$ cat src/pkg/t3cs_pkg.sv
// Constants for the timer control and status block: register map, field positions, reset values, dividers.
package t3cs_pkg;
  localparam logic [7:0]  ADDR_CTRL     = 8'h91;
  localparam logic [7:0]  ADDR_RLD_LO   = 8'h92;
  localparam logic [7:0]  ADDR_RLD_HI   = 8'h93;
  localparam logic [7:0]  ADDR_CNT_LO   = 8'h94;
  localparam logic [7:0]  ADDR_CNT_HI   = 8'h95;

  localparam int          BIT_HFLAG     = 7;
  localparam int          BIT_LFLAG     = 6;
  localparam int          BIT_LIRQ_EN   = 5;
  localparam int          BIT_CAP_EN    = 4;
  localparam int          BIT_SPLIT     = 3;
  localparam int          BIT_RUN       = 2;
  localparam int          BIT_UNUSED    = 1;
  localparam int          BIT_ALT_CLK   = 0;

  localparam logic [7:0]  CTRL_RESET    = 8'h00;
  localparam logic [15:0] RLD_RESET     = 16'h0000;
  localparam logic [15:0] CNT_RESET     = 16'h0000;
  localparam logic [7:0]  BYTE_MAX      = 8'hff;
  localparam logic [15:0] WORD_MAX      = 16'hffff;
  localparam logic [7:0]  UNMAPPED_READ = 8'h00;

  localparam int          SYS_DIV       = 12;
  localparam int          EXT_DIV       = 8;
endpackage

$ cat src/hdl/t3cs_sys_div.sv
// Prescaler that emits one system clock tick every DIV enabled cycles.
`timescale 1ns/1ps
module t3cs_sys_div #(
  parameter int DIV = t3cs_pkg::SYS_DIV
) (
  input  wire logic clk,
  input  wire logic arst_n,
  input  wire logic ce,
  output logic      tick
);
  import t3cs_pkg::*;

  localparam int CW = $clog2(DIV);

  generate
    if (DIV < 2) begin : g_bad_div
      $error("t3cs_sys_div: DIV must be at least 2");
    end
  endgenerate

  typedef struct packed {
    logic [CW-1:0] cnt;
    logic          tick;
  } t3cs_div_t;

  t3cs_div_t st;
  t3cs_div_t next_st;

  always_comb begin
    next_st = st;
    next_st.tick = 1'b0;
    if (st.cnt == CW'(DIV - 1)) begin
      next_st.cnt = '0;
      next_st.tick = 1'b1;
    end else begin
      next_st.cnt = st.cnt + CW'(1);
    end
  end

  always_ff @(posedge clk or negedge arst_n) begin
    if (!arst_n) begin
      st <= '0;
    end else if (ce) begin
      st <= next_st;
    end
  end

  assign tick = st.tick;
endmodule

$ cat src/hdl/t3cs_ext_div.sv
// Brings the external oscillator into the system clock domain and divides its rising edges by DIV.
`timescale 1ns/1ps
module t3cs_ext_div #(
  parameter int DIV = t3cs_pkg::EXT_DIV
) (
  input  wire logic clk,
  input  wire logic arst_n,
  input  wire logic ce,
  input  wire logic ext_osc,
  output logic      tick
);
  import t3cs_pkg::*;

  localparam int CW = $clog2(DIV);

  generate
    if (DIV < 2) begin : g_bad_div
      $error("t3cs_ext_div: DIV must be at least 2");
    end
  endgenerate

  typedef struct packed {
    logic          sync1;
    logic          sync2;
    logic          prev;
    logic [CW-1:0] cnt;
    logic          tick;
  } t3cs_ext_t;

  t3cs_ext_t st;
  t3cs_ext_t next_st;

  // Only the second synchroniser stage feeds the edge detector; the oscillator must stay
  // below half the system clock rate or edges are lost.
  always_comb begin
    next_st = st;
    next_st.sync1 = ext_osc;
    next_st.sync2 = st.sync1;
    next_st.prev = st.sync2;
    next_st.tick = 1'b0;
    if (st.sync2 && !st.prev) begin
      if (st.cnt == CW'(DIV - 1)) begin
        next_st.cnt = '0;
        next_st.tick = 1'b1;
      end else begin
        next_st.cnt = st.cnt + CW'(1);
      end
    end
  end

  always_ff @(posedge clk or negedge arst_n) begin
    if (!arst_n) begin
      st <= '0;
    end else if (ce) begin
      st <= next_st;
    end
  end

  assign tick = st.tick;
endmodule

$ cat src/hdl/t3cs_timer.sv
// Timer with sixteen-bit or split eight-bit auto-reload, its control register and its special function registers.
`timescale 1ns/1ps
module t3cs_timer #(
  parameter int SYS_DIVIDE = t3cs_pkg::SYS_DIV,
  parameter int EXT_DIVIDE = t3cs_pkg::EXT_DIV
) (
  input  wire logic       clk,
  input  wire logic       arst_n,
  input  wire logic       ce,
  input  wire logic [7:0] sfr_addr,
  input  wire logic       sfr_wr,
  input  wire logic [7:0] sfr_wdata,
  output logic      [7:0] sfr_rdata,
  input  wire logic       high_byte_clock_select,
  input  wire logic       low_byte_clock_select,
  input  wire logic       timer_irq_enable,
  input  wire logic       ext_osc,
  input  wire logic       lfo_out,
  output logic            timer_irq
);
  import t3cs_pkg::*;

  generate
    if (SYS_DIVIDE < 2 || EXT_DIVIDE < 2) begin : g_bad_divide
      $error("t3cs_timer: both dividers must be at least 2");
    end
  endgenerate

  typedef struct packed {
    logic [15:0] cnt;
    logic [15:0] rld;
    logic        high_byte_overflow_flag;
    logic        low_byte_overflow_flag;
    logic        low_byte_irq_enable;
    logic        lfo_capture_enable;
    logic        split_mode_select;
    logic        timer_run;
    logic        alt_clock_select;
    logic        lfo_prev;
    logic        irq;
    logic [7:0]  rdata;
  } t3cs_state_t;

  t3cs_state_t st;
  t3cs_state_t next_st;

  logic sys_tick;
  logic ext_tick;
  logic alt_tick;
  logic tick_lo;
  logic tick_hi;
  logic lfo_rise;
  logic hset;
  logic lset;
  logic wr_ctrl;

  t3cs_sys_div #(
    .DIV (SYS_DIVIDE)
  ) u_sys_div (
    .clk    (clk),
    .arst_n (arst_n),
    .ce     (ce),
    .tick   (sys_tick)
  );

  t3cs_ext_div #(
    .DIV (EXT_DIVIDE)
  ) u_ext_div (
    .clk     (clk),
    .arst_n  (arst_n),
    .ce      (ce),
    .ext_osc (ext_osc),
    .tick    (ext_tick)
  );

  assign alt_tick = st.alt_clock_select ? ext_tick : sys_tick;
  assign tick_lo  = low_byte_clock_select | alt_tick;
  assign tick_hi  = high_byte_clock_select | alt_tick;
  assign lfo_rise = lfo_out & ~st.lfo_prev;
  assign wr_ctrl  = sfr_wr && (sfr_addr == ADDR_CTRL);

  always_comb begin
    next_st = st;
    hset = 1'b0;
    lset = 1'b0;
    next_st.lfo_prev = lfo_out;

    // The whole word follows the low byte clock select in sixteen-bit mode.
    if (!st.split_mode_select) begin
      if (st.timer_run && tick_lo) begin
        if (st.cnt == WORD_MAX) begin
          next_st.cnt = st.rld;
          hset = 1'b1;
          lset = 1'b1;
        end else begin
          lset = (st.cnt[7:0] == BYTE_MAX);
          next_st.cnt = st.cnt + 16'h0001;
        end
      end
    end else begin
      if (tick_lo) begin
        if (st.cnt[7:0] == BYTE_MAX) begin
          next_st.cnt[7:0] = st.rld[7:0];
          lset = 1'b1;
        end else begin
          next_st.cnt[7:0] = st.cnt[7:0] + 8'h01;
        end
      end
      if (st.timer_run && tick_hi) begin
        if (st.cnt[15:8] == BYTE_MAX) begin
          next_st.cnt[15:8] = st.rld[15:8];
          hset = 1'b1;
        end else begin
          next_st.cnt[15:8] = st.cnt[15:8] + 8'h01;
        end
      end
    end

    // A software write to a counter byte overrides the increment in the same cycle.
    if (sfr_wr && sfr_addr == ADDR_CNT_LO) begin
      next_st.cnt[7:0] = sfr_wdata;
    end
    if (sfr_wr && sfr_addr == ADDR_CNT_HI) begin
      next_st.cnt[15:8] = sfr_wdata;
    end
    if (sfr_wr && sfr_addr == ADDR_RLD_LO) begin
      next_st.rld[7:0] = sfr_wdata;
    end
    if (sfr_wr && sfr_addr == ADDR_RLD_HI) begin
      next_st.rld[15:8] = sfr_wdata;
    end
    // Capture wins over a reload write so the measured count is never lost.
    if (st.lfo_capture_enable && lfo_rise) begin
      next_st.rld = st.cnt;
    end

    if (wr_ctrl) begin
      next_st.high_byte_overflow_flag = sfr_wdata[BIT_HFLAG];
      next_st.low_byte_overflow_flag  = sfr_wdata[BIT_LFLAG];
      next_st.low_byte_irq_enable     = sfr_wdata[BIT_LIRQ_EN];
      next_st.lfo_capture_enable      = sfr_wdata[BIT_CAP_EN];
      next_st.split_mode_select       = sfr_wdata[BIT_SPLIT];
      next_st.timer_run               = sfr_wdata[BIT_RUN];
      next_st.alt_clock_select        = sfr_wdata[BIT_ALT_CLK];
    end
    if (hset) begin
      next_st.high_byte_overflow_flag = 1'b1;
    end
    if (lset) begin
      next_st.low_byte_overflow_flag = 1'b1;
    end

    // The request follows the high flag, and the low flag when its enable is set, one cycle later; a capture adds a one-cycle pulse.
    next_st.irq = timer_irq_enable &&
                  (st.high_byte_overflow_flag ||
                   (st.low_byte_overflow_flag && st.low_byte_irq_enable) ||
                   (st.lfo_capture_enable && lfo_rise));

    unique case (sfr_addr)
      ADDR_CTRL: begin
        next_st.rdata = {st.high_byte_overflow_flag, st.low_byte_overflow_flag, st.low_byte_irq_enable,
                         st.lfo_capture_enable, st.split_mode_select, st.timer_run,
                         1'b0, st.alt_clock_select};
      end
      ADDR_RLD_LO: begin
        next_st.rdata = st.rld[7:0];
      end
      ADDR_RLD_HI: begin
        next_st.rdata = st.rld[15:8];
      end
      ADDR_CNT_LO: begin
        next_st.rdata = st.cnt[7:0];
      end
      ADDR_CNT_HI: begin
        next_st.rdata = st.cnt[15:8];
      end
      default: begin
        next_st.rdata = UNMAPPED_READ;
      end
    endcase
  end

  always_ff @(posedge clk or negedge arst_n) begin
    if (!arst_n) begin
      st <= '{cnt: CNT_RESET, rld: RLD_RESET, rdata: UNMAPPED_READ, default: 1'b0};
    end else if (ce) begin
      st <= next_st;
    end
  end

  assign sfr_rdata = st.rdata;
  assign timer_irq = st.irq;
endmodule

$ cat config.mk
export PLATFORM = sky130hd
export DESIGN_NAME = t3cs_timer
export DESIGN_NICKNAME = d
export VERILOG_FILES = /design/src/pkg/t3cs_pkg.sv /design/src/hdl/t3cs_sys_div.sv /design/src/hdl/t3cs_ext_div.sv /design/src/hdl/t3cs_timer.sv
export SDC_FILE = /design/constraint.sdc
export NUM_CORES = 1
export LEC_CHECK = 0
export ABC_AREA = 1
export BUFFER_PORTS_ARGS = -buffer_cell sky130_fd_sc_hd__buf_2
export CORE_ASPECT_RATIO = 0.5
export CORE_MARGIN = 1.5
export CORE_UTILIZATION = 60
export DETAILED_ROUTE_END_ITERATION = 10
export GPL_ROUTABILITY_DRIVEN = 0
export PLACE_DENSITY = 0.84
export SETUP_SLACK_MARGIN = 0.5
export SLEW_MARGIN = 20
export SYNTH_ARGS = -nofsm -noshare
export SYNTH_HDL_FRONTEND = slang
export SYNTH_SLANG_ARGS = --single-unit
export TNS_END_PERCENT = 100
$ cat constraint.sdc
create_clock -name clk -period 2 [get_ports clk]
set_input_delay 0.1 -clock clk [delete_from_list [all_inputs] [get_ports clk]]
set_output_delay 0.1 -clock clk [all_outputs]
set_load 0.02 [all_outputs]
; ---- Word level (Yosys, flattened, before mapping)
; Index checks and enable logic that the tools add are counted.
[op_classes]
n_addsub = 5
n_eq_ne = 12
n_mux = 32
n_bitwise = 4
n_reduce_logical = 28
[ops]
columns = op, n
row1 = 16-bit 2-to-1 mux, 4
row2 = 8-bit 2-to-1 mux, 8
row3 = 8-bit == test (second input constant), 7
row4 = 8-bit one-hot mux with 5 select lines, 1
row5 = 16-bit by 1-bit adder with 16-bit output (second input constant), 1
row6 = 8-bit by 1-bit adder with 8-bit output (second input constant), 2
row7 = 16-bit == test (second input constant), 1
row8 = 1-bit 2-to-1 mux, 16
row9 = 2-bit AND reduction, 6
row10 = 1-bit logical AND, 11
row11 = 2-bit nonzero test, 4
row12 = 7-bit 2-to-1 mux, 1
row13 = 3-bit by 1-bit != test with 1-bit output (second input constant), 2
row14 = 3-bit AND reduction, 2
row15 = 3-bit nonzero test, 2
row16 = 4-bit by 1-bit adder with 4-bit output (second input constant), 1
row17 = 4-bit == test (second input constant), 1
row18 = 4-bit 2-to-1 mux, 1
row19 = 3-bit by 1-bit adder with 3-bit output (second input constant), 1
row20 = 3-bit == test (second input constant), 1
row21 = 3-bit 2-to-1 mux, 1
row22 = 1-bit logical OR, 2
row23 = 1-bit OR, 2
row24 = 1-bit bitwise AND, 1
row25 = 2 further kinds, 2
[totals]
ff_bits = 61
output_inout_bits = 9
wordCells = 102

; ---- Logic depth before layout (Yosys ltp)
[depth]
ltp_word = 7
ltp_mapped = 12

; ---- Cells and area by module
; From an unflattened synthesis, not the netlist that was laid out.
[hier_totals]
cells_unflattened = 569
area_unflattened_um2 = 4026.4
[by_module_without_submodules]
columns = module, instances, cells_each, area_per_inst_um2
row1 = t3cs_timer, 1, 502, 3463.3
row2 = t3cs_ext_div, 1, 35, 314.1
row3 = t3cs_sys_div, 1, 32, 249.0

; ---- Worst setup path before layout
; No wires, ideal clock.
[synth_timing]
kind = reg-to-reg
start = register st[33] in the netlist's numbering
end = register st[43] in the netlist's numbering
arrival_ps = 1446
t_required_ps = 1884
slack_ps = 438
path_stages_with_launch = 12
synth_period_minus_slack_ps = 1562
cell_sequence = dfrtp_1 -> ha_1 -> nand3_1 -> inv_1 -> nand2_2 -> nand2_1 -> nand2_1 -> inv_1 -> a21oi_1 -> nand2_1 -> nand2_1 -> nand2_1
[synth_via]
elab_chain_len = 5
word_cells_on_any_way = 6
classes_between = 1 x add/sub / 1 x eq/ne / 4 x mux
[synth_rtl]
columns = item, line_no
row1 = from (decl), t3cs_timer.sv:44  ; t3cs_state_t st;
row2 = from (signal assigned), t3cs_timer.sv:187  ; st <= next_st;
row3 = 16-bit by 1-bit adder with 16-bit output or 16-bit == test (tied branches), "t3cs_timer.sv:97, t3cs_timer.sv:91"
row4 = 16-bit 2-to-1 mux (*), t3cs_timer.sv:91  ; if (st.cnt == WORD_MAX) begin
row5 = 16-bit 2-to-1 mux (*), t3cs_timer.sv:90  ; if (st.timer_run && tick_lo) begin
row6 = 16-bit 2-to-1 mux (*), t3cs_timer.sv:89  ; if (!st.split_mode_select) begin
row7 = 8-bit 2-to-1 mux (*), t3cs_timer.sv:123  ; if (sfr_wr && sfr_addr == ADDR_CNT_HI) begin
; Every way passes the cells marked *; elsewhere a longest branch is shown, timed or not. The select of a mux whose other input is x is not followed.
; A chain may end at the register's enable or synchronous reset.

; ---- Worst setup path after layout
[layout_timing]
start = register st[41] in the netlist's numbering
end = register st[35] in the netlist's numbering
[layout_via]
elab_chain_len = 5
[layout_rtl]
columns = item, line_no
row1 = 16-bit == test, t3cs_timer.sv:91
row2 = 16-bit 2-to-1 mux, t3cs_timer.sv:91
row3 = 16-bit 2-to-1 mux, t3cs_timer.sv:90
row4 = 16-bit 2-to-1 mux, t3cs_timer.sv:89
row5 = 8-bit 2-to-1 mux, t3cs_timer.sv:120  ; if (sfr_wr && sfr_addr == ADDR_CNT_LO) begin
; Every way passes these cells. The select of a mux whose other input is x is not followed.

==> results by group <==
Critical path
  • Crit path max-delay cell type: dfrtp_2
  • Slowest stage delay, CP: 0.43 ns
  • Arrival time at the worst endpoint: 1.85 ns
  • R2R setup slack: roughly 0.37 ns
  • Startpoint types: flop
  • Worst EP required: 2.22 ns
  • CP Capture Type: flop
  • Worst Path Max Fanout: 6
  • FF-to-FF End: st[35]
  • Worst R2R Start: st[41]
  • R2R cell count: 10
  • Cell Chain, Critical Path: ha_4, nand2_4, inv_4, nand3_4, nand2_4, buf_6, nand3_1, nand3_1, o211ai_1, nand2_1
  • WS Path Type: reg -> reg

Pwr
  • P_sw: 1.08 mW
  • Switching fraction of total power: 27.6%
  • PD cells: 777 mW/mm2
  • VDD IR max: 435 uV
  • P_leak: 2.60 nW
  • Clock power frac: 45.9%
  • P_int: around 2.8 mW
  • Pwr Total: 3.91 mW
  • Comb power frac: 15.5%
  • Share of power burned in registers: a little under 40%

Min path
  • Hold depth: 3
  • Worst Hold Class: in -> reg
  • Worst Min Path Start: lfo_out
  • WHS Endpoint: st[9]

Floorplanning
  • Die ar.: 0.00749 mm2
  • Die width: 121 um
  • Top Ports: 34
  • Row count: 21
  • Die Ht: 62.0 um
  • Placeable Area: 0.00670 mm2
  • Initial core utilization: roughly 62%

Synthesis
  • Syn nets: 623
  • Register area share after synthesis: 36.6%
  • FF+latch count, synth: 61
  • Synth cell types: 38
  • Top cells by area, synth: dfrtp_1, nand2_1, o21ai_0, inv_1, nor2_1
  • Syn Inst Count: 593
  • Synth area leader: dfrtp_1
  • Synth Warn #: 0
  • Synth top area share: between 30% and 40%
  • Mapped Area: 0.00417 mm2
  • Average size of a mapped cell: ~7 um2

Routing
  • Via count: 4503
  • DR DRC count: 0
  • Post-DRT Antenna Nets: 0
  • DR iter-0 viols: 663
  • DR vias/cell: 6.07
  • First-pass detailed-route iteration total: 8
  • Total Wirelength: 13.6 mm
  • Routed wire per std cell: around 18 um

Final layout
  • Share of cells above drive strength 1: 24.7%
  • Non-Filler Instances: 742
  • Fin area: 0.00503 mm2
  • Area growth syn-to-layout: 20.5%
  • Multi-input gate area: about 0.0023 mm2
  • Commonest non-fill, non-tap cell in the layout: nand2_1
  • Final core occ: 75.1%
  • Fillers: between 400 and 500
  • Nets: 674
  • FF+latch area: 0.00154 mm2
  • Commonest non-fill, non-tap cells in the layout: nand2_1, inv_1, nor2_1, o21ai_0, dfrtp_1

Place
  • Area post-placement: 0.00436 mm2
  • Cell count after placement: 701
  • HPWL after detailed placement: 8.92 mm
  • I/O Buffers: 33
  • Place WS: roughly 0.20 ns

STA
  • Slew at the pin closest to its max-slew limit: 0.540 ns
  • Tmin final: approximately 1.6 ns
  • Worst rel slew slack: 64.0%
  • Final Hold Viols: 0
  • Final-report max-slew violation count: 0
  • Period utilization: between 80% and 90%
  • Setup TNS: 0 ns
  • Fin Hold WS: 0.0452 ns
  • Final setup fails: 0
  • RSZ-0062 raised after global routing: true
  • Peak Freq: 614 MHz
  • Clock Skew: 0.00561 ns
  • Worst Slack Setup Final: about 0.37 ns

Clocking
  • CTS buffer count: 9
  • Worst skew pair latency: between 0.3 and 0.4 ns
  • CTS sink count: 61
  • CTS Buffer Depth: 2
  • Root Driver: clkbuf_16
  • CTS tree: built
  • Reg clk slew, reported paths: 0.06 ns
  • CTS H-tree depth: 3

Global routing
  • Vias in the first global route: approximately 3900
  • Grt ovf: 0
  • Largest net degree at the start of global routing: 27
  • Tot GR Track Use: 36.1%
  • First-pass GRT wire length: 20.0 mm
  • Initial antenna violation count: 0

Flow run
  • Max Cap Viol: 0

Outcome
  • Outcome: finished, final reports clean
## worst max path at each step
stage,from,endpoint,slack [ns],cells after the start
2_1_floorplan,st[41],st[43],0.49,11
3_3_place_gp,st[42],st[47],0.32,11
3_5_place_dp,st[42],st[33],0.20,11
4_1_cts,st[48],st[33],0.50,10
5_1_grt,st[34],st[43],0.33,11
6_report,st[41],st[35],0.37,10
## routing by layer
layer | vias to the layer above | share of wire (%) | track usage [%]
li1 | 1999 | - | -
met4 | 0 | 5.3 | 14.6
met1 | 2038 | 38 | 46.3
met5 | - | 0 | 0
met3 | 98 | 15 | 14.3
met2 | 368 | 42 | 56.2
## worst max-delay path, delay by kind of cell, from the launching register on
kind | cells | cell delay (ns)
compound gates | 1 | 0.11
fa+ha+maj | 1 | 0.19
buf+inv | 2 | 0.17
flops | 1 | 0.43
simple gates | 6 | 0.58
## power groups by stage
stage               combinational [mW]  sequential (mW)  clock [mW]
finish                           0.604             1.51        1.79
global route                     0.672             1.52        1.84
CTS                              0.573             1.50        1.79
detailed placement               0.534             1.52           0
global placement                 0.504             1.52           0
floorplan                        0.369             1.49           0
## registers in the layout, summed over array words and instances, names as in the netlist
| register | flops |
|---|---|
| st | 40 |
| u_ext_div.tick | 1 |
| u_ext_div.st | 4 |
| u_sys_div.tick | 1 |
| sfr_rdata | 8 |
| u_sys_div.st | 4 |
| timer_irq | 1 |
| u_ext_div.next_st | 2 |
## timing repair
action | CTS | global route
pin swaps | 1 | 13
setup buffers | 9 | 12
resized for setup | 21 | 30
endpoints found under the setup margin | 17 | 17
endpoints found under the hold margin | 22 | 0
hold buffers | 3 | 0
## cell families (layout without fill, tap and decap cells)
kind of cell | after synthesis | after routing | synth area share, %
muxes | 3 | 3 | 0.810
DFF | 61 | 61 | 36.6
other | 0 | 1 | 0
buffers and inverters | 96 | 152 | 10.4
adders and majority gates | 5 | 5 | 1.50
xor gates and xnor gates | 9 | 9 | 1.89
AOI/OAI and AO/OA | 94 | 94 | 13.3
and+or+nand+nor | 325 | 325 | 35.6
## Yosys cell counts, drive strengths merged
library cell / n
a21oi: 7
mux2: 3
o31ai: 1
xor2: 6
o211ai: 7
nand4: 12
nand3: 40
nor3: 11
inv: 71
a31oi: 2
xnor2: 3
o21a: 1
dfrtp: 61
nor2: 71
clkbuf: 7
ha: 5
a22o: 1
buf: 18
nand2: 190
nand3b: 1
o21ai: 75
## final cells by class
| class | count | area share (%) |
|---|---|---|
| inverters | 71 | 5.45 |
| well taps | 92 | 2.29 |
| clock inverters | 6 | 2.21 |
| flip-flops and latches | 61 | 30.6 |
| repair buffers | 65 | 8.29 |
| multi-input cells | 436 | 46.5 |
| clock buffers | 10 | 4.55 |
| diodes | 1 | 0.0498 |
Power figures use the tool's default switching activity.
